### config.mk
export PLATFORM = sky130hd
export DESIGN_NAME = phy_pin_mode_control
export DESIGN_NICKNAME = d
export VERILOG_FILES = /design/src/pin_mode_pkg.sv /design/src/led_pin.sv /design/src/phy_pin_mode_control.sv
export SDC_FILE = /design/constraint.sdc
export NUM_CORES = 1
export LEC_CHECK = 0
export BUFFER_PORTS_ARGS = -buffer_cell sky130_fd_sc_hd__buf_2
export CORE_MARGIN = 8
export CORE_UTILIZATION = 40
export DETAILED_ROUTE_END_ITERATION = 10
export GPL_TIMING_DRIVEN = 0
export MAX_ROUTING_LAYER = met4
export PLACE_DENSITY = 0.76
export SLEW_MARGIN = 20
export SYNTH_ARGS = -nofsm -noshare
export SYNTH_HDL_FRONTEND = slang
export SYNTH_SLANG_ARGS = --single-unit
### constraint.sdc
create_clock -name clk_sys -period 5.3 [get_ports clk_sys]
set_clock_uncertainty 0.1 [all_clocks]
set_input_delay 0.265 -clock clk_sys [delete_from_list [all_inputs] [get_ports clk_sys]]
set_output_delay 0.265 -clock clk_sys [all_outputs]
set_load 0.01 [all_outputs]
### src/pin_mode_pkg.sv
// Shared types and constants for the MII pin mode controller
package pin_mode_pkg;

  localparam int RESET_STRETCH_US = 258;
  localparam int CLK_MHZ = 100;
  localparam int RESET_STRETCH_CYCLES = RESET_STRETCH_US * CLK_MHZ;
  localparam int STRETCH_W = 15;
  localparam logic [STRETCH_W-1:0] STRETCH_ZERO = 15'h0000;
  localparam logic [STRETCH_W-1:0] STRETCH_ONE = 15'h0001;
  localparam logic [1:0] LED_SEL_RESET = 2'h0;
  localparam logic [2:0] STRAP_RESET = 3'h0;

  typedef enum logic [2:0] {
    pin_normal                = 3'b000,
    hardware_reset_state      = 3'b001,
    software_power_down_state = 3'b010,
    hardware_power_down_state = 3'b011,
    mii_detached_state        = 3'b100,
    sleep_state               = 3'b101
  } pin_mode_t;

  // Per group of pins: drive value, output enable (low = driving), weak pull-down
  typedef struct packed {
    logic level;
    logic oe_n;
    logic weak_pull_down;
  } pin_ctl_t;

  typedef struct packed {
    pin_ctl_t rx_data;
    pin_ctl_t mii_clocks;
    pin_ctl_t tx_inputs;
    logic     clocks_run;
  } mii_pins_t;

  typedef struct packed {
    logic [2:0] status;
  } led_status_t;

endpackage

### src/led_pin.sv
// One dual-use indicator/strap pin
`timescale 1ns/10ps
module led_pin (
  input  wire logic       clk_sys,
  input  wire logic       reset_n,
  input  wire logic       in_reset,
  input  wire logic       pin_in,
  input  wire logic [1:0] select,
  input  wire logic [2:0] status,
  output logic            strap,
  output logic            led_out,
  output logic            led_oe_n
);

  typedef struct packed {
    logic strap;
    logic led_out;
    logic led_oe_n;
  } led_state_t;

  led_state_t state;
  led_state_t next_state;

  always_comb begin
    next_state = state;
    if (in_reset) begin
      // Released so the strap level can be read
      next_state.led_oe_n = 1'b1;
      next_state.strap = pin_in;
      next_state.led_out = 1'b0;
    end else begin
      next_state.led_oe_n = 1'b0;
      case (select)
        2'h0: next_state.led_out = status[0];
        2'h1: next_state.led_out = status[1];
        2'h2: next_state.led_out = status[2];
        default: next_state.led_out = 1'b0;
      endcase
    end
  end

  always_ff @(posedge clk_sys) begin
    if (!reset_n) begin
      state <= '{strap: 1'b0, led_out: 1'b0, led_oe_n: 1'b1};
    end else begin
      state <= next_state;
    end
  end

  assign strap = state.strap;
  assign led_out = state.led_out;
  assign led_oe_n = state.led_oe_n;

endmodule

### src/phy_pin_mode_control.sv
// MII pin mode control, indicator/strap pins and test port edges
`timescale 1ns/10ps
module phy_pin_mode_control (
  input  wire logic       clk_sys,
  input  wire logic       reset_n,
  input  wire logic       phy_reset_n,
  input  wire logic       soft_reset_bit,
  input  wire logic       power_down_pin,
  input  wire logic       sleep_pin,
  input  wire logic       managed_mode,
  input  wire logic       sleep_override,
  input  wire logic       mii_detached_state_request,
  input  wire logic       soft_power_down,
  input  wire logic [2:0] indicator_strap_in,
  input  wire logic [5:0] led_select,
  input  wire logic [2:0] led_status_in,
  input  wire logic       test_clk,
  input  wire logic       test_data_in,
  input  wire logic       test_chain_out,
  output logic [2:0]      indicator_strap_out,
  output logic [2:0]      indicator_strap_oe_n,
  output logic [2:0]      config_straps,
  output pin_mode_pkg::mii_pins_t mii_pins,
  output pin_mode_pkg::pin_mode_t pin_mode,
  output logic            internal_reset,
  output logic            test_data_captured,
  output logic            test_data_out
);

  typedef struct packed {
    logic [pin_mode_pkg::STRETCH_W-1:0] stretch;
    logic                               in_reset;
    pin_mode_pkg::pin_mode_t            mode;
    pin_mode_pkg::mii_pins_t            pins;
    logic                               tck_prev;
    logic                               tdi_cap;
    logic                               tdo;
  } ctl_state_t;

  ctl_state_t state;
  ctl_state_t next_state;
  logic       reset_asserted;
  logic       sleep_allowed;
  logic       tck_rise;
  logic       tck_fall;
  pin_mode_pkg::led_status_t led_status;
  logic [2:0] strap_bits;
  logic [2:0] led_level;
  logic [2:0] led_oe_n;

  assign reset_asserted = !phy_reset_n || soft_reset_bit;
  assign sleep_allowed = managed_mode ? sleep_override : sleep_pin;
  assign tck_rise = test_clk && !state.tck_prev;
  assign tck_fall = !test_clk && state.tck_prev;
  assign led_status.status = led_status_in;

  always_comb begin
    next_state = state;
    next_state.tck_prev = test_clk;
    if (tck_rise) begin
      next_state.tdi_cap = test_data_in;
    end
    if (tck_fall) begin
      next_state.tdo = test_chain_out;
    end
    // Counter holds internal reset for the full stretch after release
    if (reset_asserted) begin
      next_state.in_reset = 1'b1;
      next_state.stretch = pin_mode_pkg::STRETCH_W'(pin_mode_pkg::RESET_STRETCH_CYCLES);
    end else if (state.stretch != pin_mode_pkg::STRETCH_ZERO) begin
      next_state.stretch = state.stretch - pin_mode_pkg::STRETCH_ONE;
      next_state.in_reset = 1'b1;
    end else begin
      next_state.in_reset = 1'b0;
    end
    if (power_down_pin) begin
      next_state.mode = pin_mode_pkg::hardware_power_down_state;
    end else if (next_state.in_reset) begin
      next_state.mode = pin_mode_pkg::hardware_reset_state;
    end else if (mii_detached_state_request) begin
      next_state.mode = pin_mode_pkg::mii_detached_state;
    end else if (sleep_allowed) begin
      next_state.mode = pin_mode_pkg::sleep_state;
    end else if (soft_power_down) begin
      next_state.mode = pin_mode_pkg::software_power_down_state;
    end else begin
      next_state.mode = pin_mode_pkg::pin_normal;
    end
    // Pin controls follow the chosen mode in the same registered cycle
    next_state.pins.tx_inputs = '{level: 1'b0, oe_n: 1'b1, weak_pull_down: 1'b1};
    case (next_state.mode)
      pin_mode_pkg::hardware_reset_state: begin
        next_state.pins.rx_data = '{level: 1'b0, oe_n: 1'b0, weak_pull_down: 1'b0};
        next_state.pins.mii_clocks = '{level: 1'b1, oe_n: 1'b0, weak_pull_down: 1'b0};
        next_state.pins.clocks_run = 1'b0;
      end
      pin_mode_pkg::software_power_down_state: begin
        next_state.pins.rx_data = '{level: 1'b0, oe_n: 1'b0, weak_pull_down: 1'b0};
        next_state.pins.mii_clocks = '{level: 1'b0, oe_n: 1'b0, weak_pull_down: 1'b0};
        next_state.pins.clocks_run = 1'b1;
      end
      pin_mode_pkg::hardware_power_down_state: begin
        next_state.pins.rx_data = '{level: 1'b0, oe_n: 1'b1, weak_pull_down: 1'b0};
        next_state.pins.mii_clocks = '{level: 1'b0, oe_n: 1'b1, weak_pull_down: 1'b0};
        next_state.pins.tx_inputs = '{level: 1'b0, oe_n: 1'b1, weak_pull_down: 1'b0};
        next_state.pins.clocks_run = 1'b0;
      end
      pin_mode_pkg::mii_detached_state: begin
        next_state.pins.rx_data = '{level: 1'b0, oe_n: 1'b1, weak_pull_down: 1'b1};
        next_state.pins.mii_clocks = '{level: 1'b0, oe_n: 1'b1, weak_pull_down: 1'b1};
        next_state.pins.clocks_run = 1'b0;
      end
      pin_mode_pkg::sleep_state: begin
        next_state.pins.rx_data = '{level: 1'b0, oe_n: 1'b0, weak_pull_down: 1'b0};
        next_state.pins.mii_clocks = '{level: 1'b0, oe_n: 1'b0, weak_pull_down: 1'b0};
        next_state.pins.clocks_run = 1'b0;
      end
      default: begin
        // Normal: data path owns levels, pins driven, clocks running
        next_state.pins.rx_data = '{level: 1'b0, oe_n: 1'b0, weak_pull_down: 1'b0};
        next_state.pins.mii_clocks = '{level: 1'b0, oe_n: 1'b0, weak_pull_down: 1'b0};
        next_state.pins.clocks_run = 1'b1;
      end
    endcase
  end

  always_ff @(posedge clk_sys) begin
    if (!reset_n) begin
      state.stretch <= pin_mode_pkg::STRETCH_W'(pin_mode_pkg::RESET_STRETCH_CYCLES);
      state.in_reset <= 1'b1;
      state.mode <= pin_mode_pkg::hardware_reset_state;
      state.pins <= '{rx_data: '{1'b0, 1'b0, 1'b0}, mii_clocks: '{1'b1, 1'b0, 1'b0},
                      tx_inputs: '{1'b0, 1'b1, 1'b1}, clocks_run: 1'b0};
      state.tck_prev <= 1'b0;
      state.tdi_cap <= 1'b0;
      state.tdo <= 1'b0;
    end else begin
      state <= next_state;
    end
  end

  genvar i;
  generate
    for (i = 0; i < 3; i++) begin : g_led
      led_pin u_led (
        .clk_sys  (clk_sys),
        .reset_n  (reset_n),
        .in_reset (state.in_reset),
        .pin_in   (indicator_strap_in[i]),
        .select   (led_select[2*i+1:2*i]),
        .status   (led_status.status),
        .strap    (strap_bits[i]),
        .led_out  (led_level[i]),
        .led_oe_n (led_oe_n[i])
      );
    end
  endgenerate

  assign indicator_strap_out = led_level;
  assign indicator_strap_oe_n = led_oe_n;
  assign config_straps = strap_bits;
  assign mii_pins = state.pins;
  assign pin_mode = state.mode;
  assign internal_reset = state.in_reset;
  assign test_data_captured = state.tdi_cap;
  assign test_data_out = state.tdo;

endmodule

# Word level (Yosys, flattened, before mapping)
# Cells that the tools add are included.
dict set report totals {
  reg_bits 41
  input_bits 25
  output_inout_bits 25
  word_cells 67
}
dict set report op_classes {
  n_addsub 1
  eq_ne 10
  mux 17
  bitwise_logic 1
  reduce_logical 13
}
# cell count
set ops {}
lappend ops {{case mux 5 bit (3 select lines)} 1}
lappend ops {{nonzero test 15 bit} 1}
lappend ops {{subtractor 15 x 1 -> 15 bit (second input constant)} 1}
lappend ops {{two-way mux 3 bit} 4}
lappend ops {{case mux 1 bit (3 select lines)} 3}
lappend ops {{two-way mux 1 bit} 8}
lappend ops {{equality test 2 x 1 -> 1 bit (second input constant)} 3}
lappend ops {{equality test 2 bit (second input constant)} 3}
lappend ops {{equality test 3 bit (second input constant)} 2}
lappend ops {{logical NOT 2 bit} 3}
lappend ops {{OR reduction 2 bit} 2}
lappend ops {{OR reduction 4 bit} 1}
lappend ops {{equality test 3 x 1 -> 1 bit (second input constant)} 1}
lappend ops {{equality test 3 x 2 -> 1 bit (second input constant)} 1}
lappend ops {{logical NOT 1 bit} 3}
lappend ops {{logical AND 1 bit} 2}
lappend ops {{two-way mux 2 bit} 1}
lappend ops {{logical OR 1 bit} 1}
lappend ops {{inverter 1 bit} 1}

# Longest topological paths before layout
# Gate-level depths: netlist of run 1.
dict set report logic_depth {
  ltp_word 8
  mapped_depth 7
  mapped_depth_nobuf 6
}

# Hierarchy
# From an unflattened synthesis of run 1, not the netlist that was laid out.
dict set report hier_totals {
  cells_unflattened 162
  hier_area_um2 1592.8
}
# module instances cells_each area_per_inst_um2 seq_area_each_um2
set by_module_without_submodules {}
lappend by_module_without_submodules {phy_pin_mode_control 1 132 1262.5 540.5}
lappend by_module_without_submodules {led_pin 3 10 110.1 60.1}

# Least setup slack after synthesis of run 1
# No wires, ideal clock.
dict set report synth_path {
  path_kind {register to register}
  from {register state[19] in the netlist's numbering}
  to {register state[26] in the netlist's numbering}
  setup_time_ps 70
  t_arrival_ps 1821
  t_required_ps 5130
  path_slack_ps 3309
  path_stages_with_launch 6
  path_buffers 1
  period_less_slack_ps 1991
  cell_sequence {dfxtp_1 -> or4_4 -> or3_1 -> buf_2 -> or4_1 -> a21oi_1}
}
dict set report synth_between {
  elab_chain_len 1
  word_cells_on_any_way 2
  cone_classes {1 x add/sub; 1 x reduce/logical}
}
# item line_no
set synth_lines {}
lappend synth_lines {{from (decl)} phy_pin_mode_control.sv:40} ;# ctl_state_t state;
lappend synth_lines {{from (signal assigned)} phy_pin_mode_control.sv:138} ;# state <= next_state;
lappend synth_lines {{subtractor 15 x 1 -> 15 bit or nonzero test 15 bit (tied branches)} {phy_pin_mode_control.sv:71, phy_pin_mode_control.sv:70}}
# Several ways; a longest one is shown, not always the timed one.
# A chain may end at the register's enable or synchronous reset.

# Worst setup path in the final report of run 1
dict set report layout_path {
  from {register state[17] in the netlist's numbering}
  to {register state[22] in the netlist's numbering}
}
# Same word-level chain as after synthesis.

==> results of run 1 <==
-- per-layer routing --
layer | share of wire, % | track usage [%]
met5 | 0 | -
met2 | 48 | 16.1
met3 | 8.9 | 5.08
met4 | 1.6 | 4.44
met1 | 42 | 11.9
-- worst paths after layout --
check,startpoint,endpoint,depth (start not counted)
max reg2reg,state[17],state[22],7
max,state[17],state[22],7
min,test_clk,state[2],2
min reg2reg,state[29],state[29],2
-- cell usage in the layout, fill, tap and decap left out, types with 4 or more instances in the layout --
master / instances
sky130_fd_sc_hd__mux2i_1: 10
sky130_fd_sc_hd__buf_4: 22
sky130_fd_sc_hd__clkbuf_1: 4
sky130_fd_sc_hd__nor4_1: 4
sky130_fd_sc_hd__dfxtp_1: 34
sky130_fd_sc_hd__or3_1: 4
sky130_fd_sc_hd__nand2_1: 5
sky130_fd_sc_hd__or4_1: 4
sky130_fd_sc_hd__buf_2: 47
sky130_fd_sc_hd__clkbuf_8: 6
sky130_fd_sc_hd__nor2b_1: 8
sky130_fd_sc_hd__nor2_1: 8
sky130_fd_sc_hd__a21oi_1: 7
sky130_fd_sc_hd__o21ai_0: 9
sky130_fd_sc_hd__and2_1: 4
sky130_fd_sc_hd__o31ai_1: 5
-- report_power, final --
| part | total (mW) | switching [mW] | internal, mW |
|---|---|---|---|
| Combinational | 0.0460 | 0.0208 | 0.0252 |
| Sequential | 0.264 | 0.00299 | 0.261 |
| Clock | 0.239 | 0.0885 | 0.150 |
| Total | 0.549 | 0.112 | 0.436 |
-- state kept, by name (all words and copies together), names as in the netlist --
name,count
state,16
mii_pins,5
g_led.u_led.led_out,3
g_led.u_led.strap,3
pin_mode,3
g_led.u_led.led_oe_n,1
internal_reset,1
test_data_captured,1
test_data_out,1
-- critical path, stage by stage, from the launching register on --
cell and delay [ns]:
sky130_fd_sc_hd__dfxtp_1 0.36, sky130_fd_sc_hd__inv_1 0.09, sky130_fd_sc_hd__ha_1 0.21, sky130_fd_sc_hd__nor4b_1 0.16
sky130_fd_sc_hd__and4_1 0.17, sky130_fd_sc_hd__clkbuf_1 0.20, sky130_fd_sc_hd__or4_2 0.64, sky130_fd_sc_hd__a21oi_1 0.15
-- cell families (layout without fill, tap and decap cells) --
kind of cell               Yosys count  count (layout)  share of synthesized area (%)
adders and majority gates            2               2                           1.58
xor gates and xnor gates             1               1                          0.552
muxes                               10              10                           6.31
DFF                                 34              34                           42.9
AOI/OAI and AO/OA                   30              30                           11.9
and+or+nand+nor                     61              61                           23.7
other                                2               3                          0.473
buffers and inverters               31              84                           12.6
-- final cells by class --
| cell class | instances | area [µm²] |
|---|---|---|
| Fill cell | 375 | 1920 |
| Buffer | 28 | 189 |
| Inverter | 3 | 11.3 |
| Clock inverter | 1 | 30.0 |
| Multi-Input combinational cell | 107 | 709 |
| Sequential cell | 34 | 681 |
| Timing Repair Buffer | 46 | 230 |
| Tap cell | 50 | 62.6 |
| Clock buffer | 6 | 82.6 |
==> summary by stage, run 1 <==
Run status
The run finished with clean final reports.

Setup path
The required arrival time at the worst endpoint is 5.41 ns. Across all register-to-register paths, the minimum setup slack is 3.16 ns. At the worst endpoint, the arrival time is 2.26 ns. The worst setup path is launched from a register. In this run the worst path has a maximum fanout of 8. The kind of end point of the critical path is a register. The critical path is of the reg2reg type.

GRT
The total global routing track utilization is 10.7%. For this run the aggregate overflow at the end of global routing stands at 0. The pin count of the biggest net entering global routing is 11. The initial antenna violation count came to 0. The first global-routing pass estimated 5220 µm of wire.

The number of global-route vias before repair was 1166.

Drt
After detailed routing, the number of remaining DRC violations is 0. In this run, the number of DRC markers left after iteration 0 of detailed routing was 74. The routed via count is 1323. The final antenna-violating net count is 0. Dividing the detail-routed via count by the number of cells gives 4.81. The detailed-route wire length per cell is 11.8 µm.

Wires add up to 3260 µm. For this run, the detailed router's first-pass iteration total came to 4.

Timing
The tightest hold path in the finished design has a slack of 0.111 ns. Setup repair after global routing left no endpoint under its margin. The clock period minus worst slack is 2.14 ns. Timing would allow up to 0.466 GHz. The final hold violation count is 0.

Setup total negative slack on the finished layout was measured at 0 ns. The number of slew-limit violations in the final report is 0. Setup violations remaining at the end of the flow were counted as 0. The worst-margin pin slew is 0.539 ns. The worst slew slack as a fraction of its limit is 63.7%. The worst path meets setup with 3.16 ns of slack. The part of the cycle the worst path needs is 40.5%.

Yosys
The total of warnings raised by yosys is 0. The share of the synthesized area in the top cell type is 42.9%. The synthesized design contains 0 enable-type register cells. Sequential elements use 42.9% of the synthesized area. The register bit total from synthesis is 34. By count the netlist is led by sky130_fd_sc_hd__dfxtp_1 (34), sky130_fd_sc_hd__buf_4 (22), sky130_fd_sc_hd__mux2i_1 (10), sky130_fd_sc_hd__o21ai_0 (9). Ranked by total cell area, the synthesized netlist is headed by sky130_fd_sc_hd__dfxtp_1 (43%), sky130_fd_sc_hd__buf_4 (10%), sky130_fd_sc_hd__mux2i_1 (6.3%), sky130_fd_sc_hd__nor2b_1 (3.2%), sky130_fd_sc_hd__o21ai_0 (2.8%).

After synthesis the cells add up to 1590 µm². The count of cell types in the netlist is 42. The post-synthesis cell count is 171. For this run, the leading register cell type out of synthesis is sky130_fd_sc_hd__dfxtp_1. The most common cell in the netlist is sky130_fd_sc_hd__dfxtp_1.

The share of flip-flops with an asynchronous set or reset after synthesis is 0%. The leading area contributor after synthesis is sky130_fd_sc_hd__dfxtp_1. A synthesized cell averages 9.28 µm².

Placement
Once placement completed, the tool counted placed cells totaling 268. After detailed placement, the total cell area comes to 1880 µm². In this run the tool buffered the top-level ports with 46 buffer cells. The wire-length estimate of the detail-placed layout is 2510 µm. The routability-driven placement congestion ratio is 0.745.

Prior to clock tree synthesis, the placed netlist has a worst setup slack of 3.17 ns.

Die
The die extent in x is 79.0 µm. In this run the vertical extent of the chip is 79.0 µm. The floorplan has 23 rows. The die covers 6240 µm². The placeable core region is 3910 µm². For this configuration, the core starts out at a cell density of 40.5%. The boundary pin count is 50.

Power and ir drop
The leakage power is 0.874 nW. VDD sags by at most 0.212 mV. Dividing total power by cell area gives a power density of 275 nW/µm².

The total chip power is 0.549 mW.

Finish
The final net count is 252. The finished layout cell area is 2000 µm². The fraction of layout instances using a drive strength above 1 is 36.0%.

The antenna diode count is 0. Relative to the synthesized area, the layout overhead comes to 25.8%. At the end of the flow the core is filled with cells to 51.0%. The non-filler instance count after layout is 275.

Clock tree
The worst-skew pair later-pin latency is 0.28 ns. The count of cells resized by post-cts repair is 0. The clock transition at the registers of the reported paths is 0.07 ns. The number of clock buffers added by TritonCTS is 5. The maximum root-to-sink buffer count is 2. The tree is rooted in a sky130_fd_sc_hd__clkbuf_8. The post-cts hold buffer count is 0. The total clock sinks is 34. The buffers inserted during post-CTS setup optimization is 0.

TritonCTS built the clock tree. The depth of the CTS H-tree is 2.

Hold path
The path class of the tightest hold or removal check is in2reg.

Run
Across the run, the number of max-cap violations was 0.
Note: power is estimated with default switching activity, not from simulation.
==> inputs of run 2 (changes only) <==
Clock period 5.3 ns to 2 ns, I/O delays scaled along.
==> run 2 against run 1 <==
Die area unchanged. Sequential cell count unchanged. Combinational power grew to 3.2 times the previous value. Routed wire length is 12% higher. Sequential share of layout area fell by 2.6 points. Cell area increased by 8.9%. Power grew to 2.7 times the previous value. Largest cell class unchanged. Largest power group unchanged.
==> summary by stage, run 2 (synthesis gave the netlist of run 1 again) <==
Clock tree
The worst-skew pair later-pin latency was 0.28 ns (about the same). The CTS tree is built. The total clock sinks is 34 (unchanged). The root buffer cell is sky130_fd_sc_hd__clkbuf_8.

The maximum root-to-sink buffer count is 2 (unchanged). The clock transition at the registers of the reported paths is 0.07 ns (about the same). The number of buffers added by the clock tree synthesis step was 5 (unchanged).

The depth of the CTS H-tree is 2 (unchanged).

Setup path
By startpoint and endpoint, the worst setup path is classified as reg2reg. The arrival time of data at the critical path endpoint is 2.09 ns (-0.17 ns). Tracing the worst setup path back leads to its startpoint at state[17].

The largest fanout on the critical path is 6 (-2). The category of the worst setup path launch point is a register. The capture point of the critical path is state[26]. The capture instance of the worst register-to-register path is state[26]. The register-to-register setup slack came to 0.02 ns (-3.13 ns). The required arrival time at the worst endpoint was 2.11 ns (-3.30 ns). The launch point of the worst reg-to-reg path is state[17].

The worst setup path is captured at a register. The number of cells on the worst reg-to-reg path is 4 (-3).

Placement
The number of port buffers is 46 (unchanged). The minimum setup slack after placement is -0.135 ns (-3.30 ns). The routability-driven placement congestion ratio is 0.745 (unchanged).

The total instance count after detailed placement is 268 (unchanged). The half-perimeter wire length after detailed placement is 2510 µm (unchanged).

Power and ir drop
The total chip power was 1.48 mW (+170%). The power per cell area came to 680 nW/µm² (+150%). The maximum VDD drop came to 0.551 mV (+160%). The leakage power is 0.950 nW (+8.7%).

Finish
The flip-flop count of the largest register, all copies and words added is 16 (unchanged). The antenna diode count came to 0 (unchanged). Leaving out fill and tap cells, the most frequent cell in the layout is sky130_fd_sc_hd__buf_2. The top cell types in the final layout, fill and taps aside, are sky130_fd_sc_hd__buf_2 (47), sky130_fd_sc_hd__dfxtp_1 (30), sky130_fd_sc_hd__buf_4 (26).

The final net count is 266 (+5.6%). The fraction of layout instances using a drive strength above 1 is 39.3% (+3.3 points). The most flop-heavy register is state. The non-filler instance count after layout is 289 (+5.1%). The area growth from synthesis to final layout is 37.0%.

Die
The number of standard-cell rows in the floorplan is 23 (unchanged). The die footprint is 6240 µm² (unchanged). The boundary pin count is 50 (unchanged). The initial cell density of the core was 40.5% (unchanged). The placeable core region is 3910 µm² (unchanged).

The die extent in x was 79.0 µm (unchanged). The die height is 79.0 µm (unchanged).

Timing
The final critical-path setup slack is 0.0205 ns (-3.13 ns). The worst-case hold slack is 0.0187 ns (-0.0918 ns). Setup repair after global routing could not meet its margin everywhere. The part of the cycle the worst path needs is 99.0% (+59 points). The final hold violation count was 0 (unchanged). The number of slew-limit violations in the final report came to 0 (unchanged). The final setup violation count is 0 (unchanged). The fmax is 0.505 GHz (+8.4%).

The clock period minus worst slack is 1.98 ns (-0.165 ns).

Drt
The count of routing violations after the opening detailed-route iteration is 74 (unchanged). The detailed-route wire length per cell is 12.6 µm (+6.4%). The residual DRC count came to 0 (unchanged). The final antenna-violating net count is 0 (unchanged). The routed via count is 1377 (+4.1%).

The number of detailed-routing iterations run before antenna repair is 4 (unchanged). The detail-routed via count per cell is 4.76 (-0.96%). The total wire length was 3640 µm (+12%).

GRT
The wire length of the first global-routing pass is 5660 µm (+8.3%). The number of global-route vias before repair is 1241 (+6.4%). The pin count of the biggest net entering global routing is 11 (unchanged). The initial antenna violation count is 0 (unchanged).

The total global routing track utilization was 11.6% (+0.92 points). The total congestion overflow is 0 (unchanged).

Hold path
The tightest min-delay check is of the in2reg type.

Run
The max-cap violation count is 0 (unchanged).

Run status
The flow ran to the end, and the final reports show no timing, DRC or antenna violations.
==> run 2: changes by cell type in the layout (fill, tap and decap cells not counted), moves of 2 or more <==
cell                            before  now
sky130_fd_sc_hd__dlygate4sd3_1       0   12
sky130_fd_sc_hd__buf_4              22   26
sky130_fd_sc_hd__dfxtp_1            34   30
sky130_fd_sc_hd__dfxtp_2             0    4
sky130_fd_sc_hd__clkbuf_1            4    2
sky130_fd_sc_hd__nor4_1              4    2
sky130_fd_sc_hd__nor4_2              0    2
sky130_fd_sc_hd__or3_4               0    2
==> run 2: through the flow <==
| stage | setup TNS, ns | utilization, % | cell area [µm²] |
|---|---|---|---|
| after floorplan | 0 | - | 1590 |
| after global placement | -0.205 | 48.1 | 1880 |
| after detailed placement | -0.698 | 48.1 | 1880 |
| after CTS | 0 | 54.8 | 2150 |
| after global routing | -0.146 | 55.5 | 2170 |
| final | 0 | 55.5 | 2170 |
==> run 2: final cells by class <==
class                           instances  area [µm²]
Fill cell                             349        1740
Multi-Input combinational cell        107         739
Sequential cell                        34         686
Timing Repair Buffer                   62         380
Buffer                                 26         181
Clock buffer                            6        82.6
Tap cell                               50        62.6
Clock inverter                          1        30.0
Inverter                                3        11.3
==> run 2: what timing repair did <==
item | in CTS | in global routing
gates resized for setup | 4 | 10
pin swaps | 4 | 1
hold endpoints to repair | 15 | 0
buffers inserted | 4 | 0
hold buffers | 12 | 0
endpoints found under the setup margin | 14 | 21
==> run 2: layer usage <==
metal | vias up | track usage [%] | wire (µm)
met1 | 623 | 12.6 | 1450
met5 | - | - | 0
met3 | 5 | 5.19 | 295
li1 | 719 | - | -
met2 | 30 | 18.2 | 1850
met4 | 0 | 4.44 | 54
==> run 2: how the worst min path moves through the flow <==
stage | cells after the start | slack [ns] | to | start
final | 3 | 0.02 | pin_mode[0] | sleep_pin
after floorplan | 1 | 0.08 | mii_pins[7] | power_down_pin
after global placement | 2 | 0.23 | state[2] | test_clk
after detailed placement | 2 | 0.23 | state[2] | test_clk
after global routing | 3 | 0.02 | g_led[1].u_led.led_out | led_select[3]
after CTS | 3 | 0.006 | g_led[1].u_led.led_out | led_select[3]
==> run 2: critical path: stages, from the launching register on <==
cell	delay, ns
sky130_fd_sc_hd__dfxtp_2	0.33
sky130_fd_sc_hd__or4_4	0.54
sky130_fd_sc_hd__or3_4	0.38
sky130_fd_sc_hd__or4_1	0.43
sky130_fd_sc_hd__a21oi_1	0.13
==> run 2: power breakdown <==
group	internal, mW	switching, mW	leakage (nW)
clock network	0.398	0.233	0.0573
logic	0.0844	0.0606	0.615
registers	0.692	0.00812	0.278
total	1.17	0.302	0.950
==> inputs of run 3 (changes only) <==
Settings changed: ABC_AREA set to 1, PLACE_DENSITY 0.76 to 0.75, SYNTH_HIERARCHICAL set to 1.
Clock period 2 ns to 1.9 ns, I/O delays scaled along.
==> run 3 against run 2 <==
Clock power is 16% lower. Count of clock-buffer cells in the layout decreased by 1. Register-to-register slack gained 0.30 ns. Synthesized cell count grew 47%. Critical path depth is 6 higher. Cell area rose by 4.3%. Via count increased by 17%. Worst setup slack better by 0.30 ns. Sequential power increased by 11%. Hold slack worse by 0.013 ns. Sequential share of layout area rose by 0.26 points. Highest routed layer unchanged.
==> summary by stage, run 3 <==
Yosys
The count of cell types in the netlist came to 29 (-31%). The predominant post-synthesis flop cell is sky130_fd_sc_hd__dfxtp_1. The share of flip-flops with an asynchronous set or reset after synthesis was 0% (unchanged). Ranked by total cell area, the synthesized netlist is headed by sky130_fd_sc_hd__dfxtp_1 (40%), sky130_fd_sc_hd__nand2_1 (13%), sky130_fd_sc_hd__inv_1 (7.5%), sky130_fd_sc_hd__nor2_1 (7.5%), sky130_fd_sc_hd__buf_4 (5.4%). The share of the synthesized area in the top cell type came to 40.1% (-2.8 points). The total of warnings raised by yosys came to 6 (+6). The number of enable flip-flop cells after synthesis came to 0 (unchanged). The most common cell in the netlist is sky130_fd_sc_hd__nand2_1. Counting instances in the post-synthesis netlist gives the leading cell types as sky130_fd_sc_hd__nand2_1 (61), sky130_fd_sc_hd__dfxtp_1 (36), sky130_fd_sc_hd__inv_1 (36), sky130_fd_sc_hd__nor2_1 (36), sky130_fd_sc_hd__nand3_1 (17).

The register bit total from synthesis was 36 (+5.9%). The sequential share of the synthesized area came to 40.1% (-2.8 points). The leading area contributor after synthesis is sky130_fd_sc_hd__dfxtp_1. The post-synthesis area per instance is 7.17 µm² (-23%).

The netlist area before placement is 1800 µm² (+13%). The post-synthesis cell count is 251 (+47%).

Placement
The cell area after placement came to 2100 µm² (+11%). The minimum setup slack after placement is 0.324 ns (+0.459 ns). The number of port buffers came to 46 (unchanged). The routability-driven placement congestion ratio was 0.880 (+18%). The half-perimeter wire length after detailed placement is 3010 µm (+20%).

Finish
The final net count came to 340 (+28%). The antenna diode count came to 0 (unchanged). The fraction of layout instances using a drive strength above 1 came to 29.3% (-10 points).

The library cell used most frequently in the layout, excluding fill and tap cells, is sky130_fd_sc_hd__nand2_1. The most flop-heavy register is state. The area growth from synthesis to final layout is 25.9%.

The flip-flop count of the largest register, all copies and words added is 16 (unchanged). The finished layout cell area was 2270 µm² (+4.3%). The top cell types in the final layout, fill and taps aside, are sky130_fd_sc_hd__nand2_1 (61), sky130_fd_sc_hd__buf_2 (46), sky130_fd_sc_hd__inv_1 (36), sky130_fd_sc_hd__nor2_1 (36), sky130_fd_sc_hd__dfxtp_1 (36).

Die
The placeable core region is 4350 µm² (+11%). The die extent in x was 83.1 µm (+5.2%). The initial cell density of the core came to 41.3% (+0.78 points). The die footprint is 6900 µm² (+11%).

The boundary pin count came to 50 (unchanged). The die height is 83.1 µm (+5.2%). The number of standard-cell rows in the floorplan was 24 (+4.3%).

Timing
The final setup TNS is 0 ns (unchanged). The clock period minus worst slack was 1.58 ns (-0.397 ns). The part of the cycle the worst path needs is 83.3% (-16 points).

The worst-case hold slack came to 0.00569 ns (-0.0130 ns). The fmax was 0.632 GHz (+25%). The final setup violation count is 0 (unchanged). The final critical-path setup slack is 0.317 ns (+0.297 ns). Setup repair after global routing left no endpoint under its margin. The final hold violation count was 0 (unchanged). The number of slew-limit violations in the final report is 0 (unchanged).

Drt
The number of detailed-routing iterations run before antenna repair is 4 (unchanged). The total wire length is 3850 µm (+5.5%). The residual DRC count is 0 (unchanged).

The routed via count is 1617 (+17%). The detailed-route wire length per cell is 10.5 µm (-17%). The count of routing violations after the opening detailed-route iteration is 44 (-41%). The final antenna-violating net count was 0 (unchanged). The detail-routed via count per cell was 4.42 (-7.3%).

Clock tree
The total clock sinks is 36 (+5.9%). The clock transition at the registers of the reported paths is 0.07 ns (about the same). The worst-skew pair later-pin latency is 0.28 ns (about the same). The number of buffers added by the clock tree synthesis step is 5 (unchanged). The depth of the CTS H-tree is 2 (unchanged). The maximum root-to-sink buffer count is 2 (unchanged). The count of cells resized by post-cts repair is 0 (-4). The root buffer cell is sky130_fd_sc_hd__clkbuf_8. The CTS tree is built.

GRT
The total congestion overflow was 0 (unchanged). The number of global-route vias before repair is 1560 (+26%). The total global routing track utilization came to 11.7% (+0.10 points). The initial antenna violation count is 0 (unchanged).

The wire length of the first global-routing pass is 6780 µm (+20%). The pin count of the biggest net entering global routing was 13 (+2).

Power and ir drop
The power per cell area is 646 nW/µm² (-5.0%). The leakage power is 1.19 nW (+26%). The maximum VDD drop came to 0.313 mV (-43%).

Setup path
The most repeated library cell on the critical path is sky130_fd_sc_hd__inv_1. The required arrival time at the worst endpoint is 1.98 ns (-0.13 ns). The family of cells with the greatest summed delay on the critical path is simple AND/OR/NAND/NOR gates.

The largest individual stage delay along the critical path comes from the cell sky130_fd_sc_hd__dfxtp_1. The delay of the slowest cell on the worst path came to 0.37 ns (-0.17 ns). The buffers plus inverters on the worst setup path came to 4 (+4).

The register-to-register setup slack is 0.32 ns (+0.30 ns). The arrival time of data at the critical path endpoint came to 1.66 ns (-0.43 ns). The number of cells on the worst reg-to-reg path is 10 (+6). STA classifies the critical path endpoint as a register. Traced cell by cell, the critical path runs through inv_1 -> ha_1 -> inv_1 -> nor2_1 -> nand3_1 -> inv_1 -> nand2_4 -> clkinv_4 -> nand4_1 -> nand2_1. By startpoint and endpoint, the worst setup path is classified as reg2reg. The worst register-to-register path ends at mii_pins[8]. The worst register-to-register path begins at state[17]. The largest fanout on the critical path is 6 (unchanged). The worst setup path is launched from a register.

Hold path
The worst hold path begins at led_status_in[1]. The tightest min-delay check is of the in2reg type. The worst hold path cell count was 3 (unchanged). The endpoint with the worst hold slack is g_led[0].u_led/led_out.

Run
The max-cap violation count is 0 (unchanged).

Run status
The flow ran to the end, and the final reports show no timing, DRC or antenna violations.
## run 3: changes by cell type in the layout (fill, tap and decap cells not counted), moves of 8 or more
cell	change
sky130_fd_sc_hd__buf_4	-13
sky130_fd_sc_hd__inv_1	+33
sky130_fd_sc_hd__mux2i_1	-10
sky130_fd_sc_hd__nand2_1	+56
sky130_fd_sc_hd__nand3_1	+14
sky130_fd_sc_hd__nor2_1	+28
sky130_fd_sc_hd__nor2b_1	-8
## run 3: what timing repair did
action                                 in CTS  in global routing
hold buffers                                8                  0
endpoints found under the hold margin      11                  0
buffers inserted                            0                  0
## run 3: how the worst max path moves through the flow
stage | depth (start not counted) | from | end | slack (ns)
2_1_floorplan | 10 | state[17] | mii_pins[8] | 0.49
3_3_place_gp | 10 | state[17] | mii_pins[8] | 0.33
3_5_place_dp | 10 | state[17] | mii_pins[8] | 0.32
4_1_cts | 10 | state[17] | mii_pins[8] | 0.31
5_1_grt | 10 | state[17] | mii_pins[8] | 0.17
6_report | 10 | state[17] | mii_pins[8] | 0.32
## run 3: where the power goes
| part | total, mW | switching [mW] | leakage, nW | internal (mW) |
|---|---|---|---|---|
| sequential | 0.780 | 0.00984 | 0.294 | 0.770 |
| clock | 0.529 | 0.274 | 0.0479 | 0.255 |
| combinational | 0.155 | 0.0820 | 0.852 | 0.0725 |
## run 3: layout make-up
type | instances | area [µm²]
fillers | 428 | 2090
multi-input cells | 162 | 826
flip-flops and latches | 36 | 721
repair buffers | 54 | 310
inverters | 41 | 159
plain buffers | 13 | 97.6
clock buffers | 5 | 68.8
well taps | 52 | 65.1
clock inverters | 3 | 18.8
## run 3: kinds of logic (layout without fill, tap and decap cells)
group	Yosys count	count (layout)	share of synthesized area [%]
xor gates and xnor gates	5	5	2.43
and+or+nand+nor	140	140	37.3
other	2	3	0.417
DFF	36	36	40.1
buffers and inverters	54	116	14.3
adders and majority gates	2	2	1.39
AOI/OAI and AO/OA	12	12	4.10
## run 3: per-layer routing
| layer | wire, µm | global-route usage (%) | share of wire (%) |
|---|---|---|---|
| met5 | 0 | - | 0 |
| met3 | 263 | 4.49 | 6.8 |
| met2 | 1800 | 19.7 | 47 |
| met4 | 45 | 3.83 | 1.2 |
| met1 | 1740 | 12.4 | 45 |
## run 3: worst reg2reg max path: stages (launching register included)
cell and delay (ns):
sky130_fd_sc_hd__dfxtp_1 0.37, sky130_fd_sc_hd__inv_1 0.12, sky130_fd_sc_hd__ha_1 0.21, sky130_fd_sc_hd__inv_1 0.08, sky130_fd_sc_hd__nor2_1 0.04, sky130_fd_sc_hd__nand3_1 0.11, sky130_fd_sc_hd__inv_1 0.08, sky130_fd_sc_hd__nand2_4 0.12
sky130_fd_sc_hd__clkinv_4 0.09, sky130_fd_sc_hd__nand4_1 0.11, sky130_fd_sc_hd__nand2_1 0.06
## run 3: through the flow
step / util, % / total power [mW] / std cells
2_1_floorplan: - / 0.882 / 252
3_3_place_gp: 48.2 / 0.937 / 350
3_5_place_dp: 48.2 / 0.939 / 350
4_1_cts: 52.0 / 1.49 / 366
5_1_grt: 52.0 / 1.54 / 366
6_report: 52.0 / 1.46 / 366
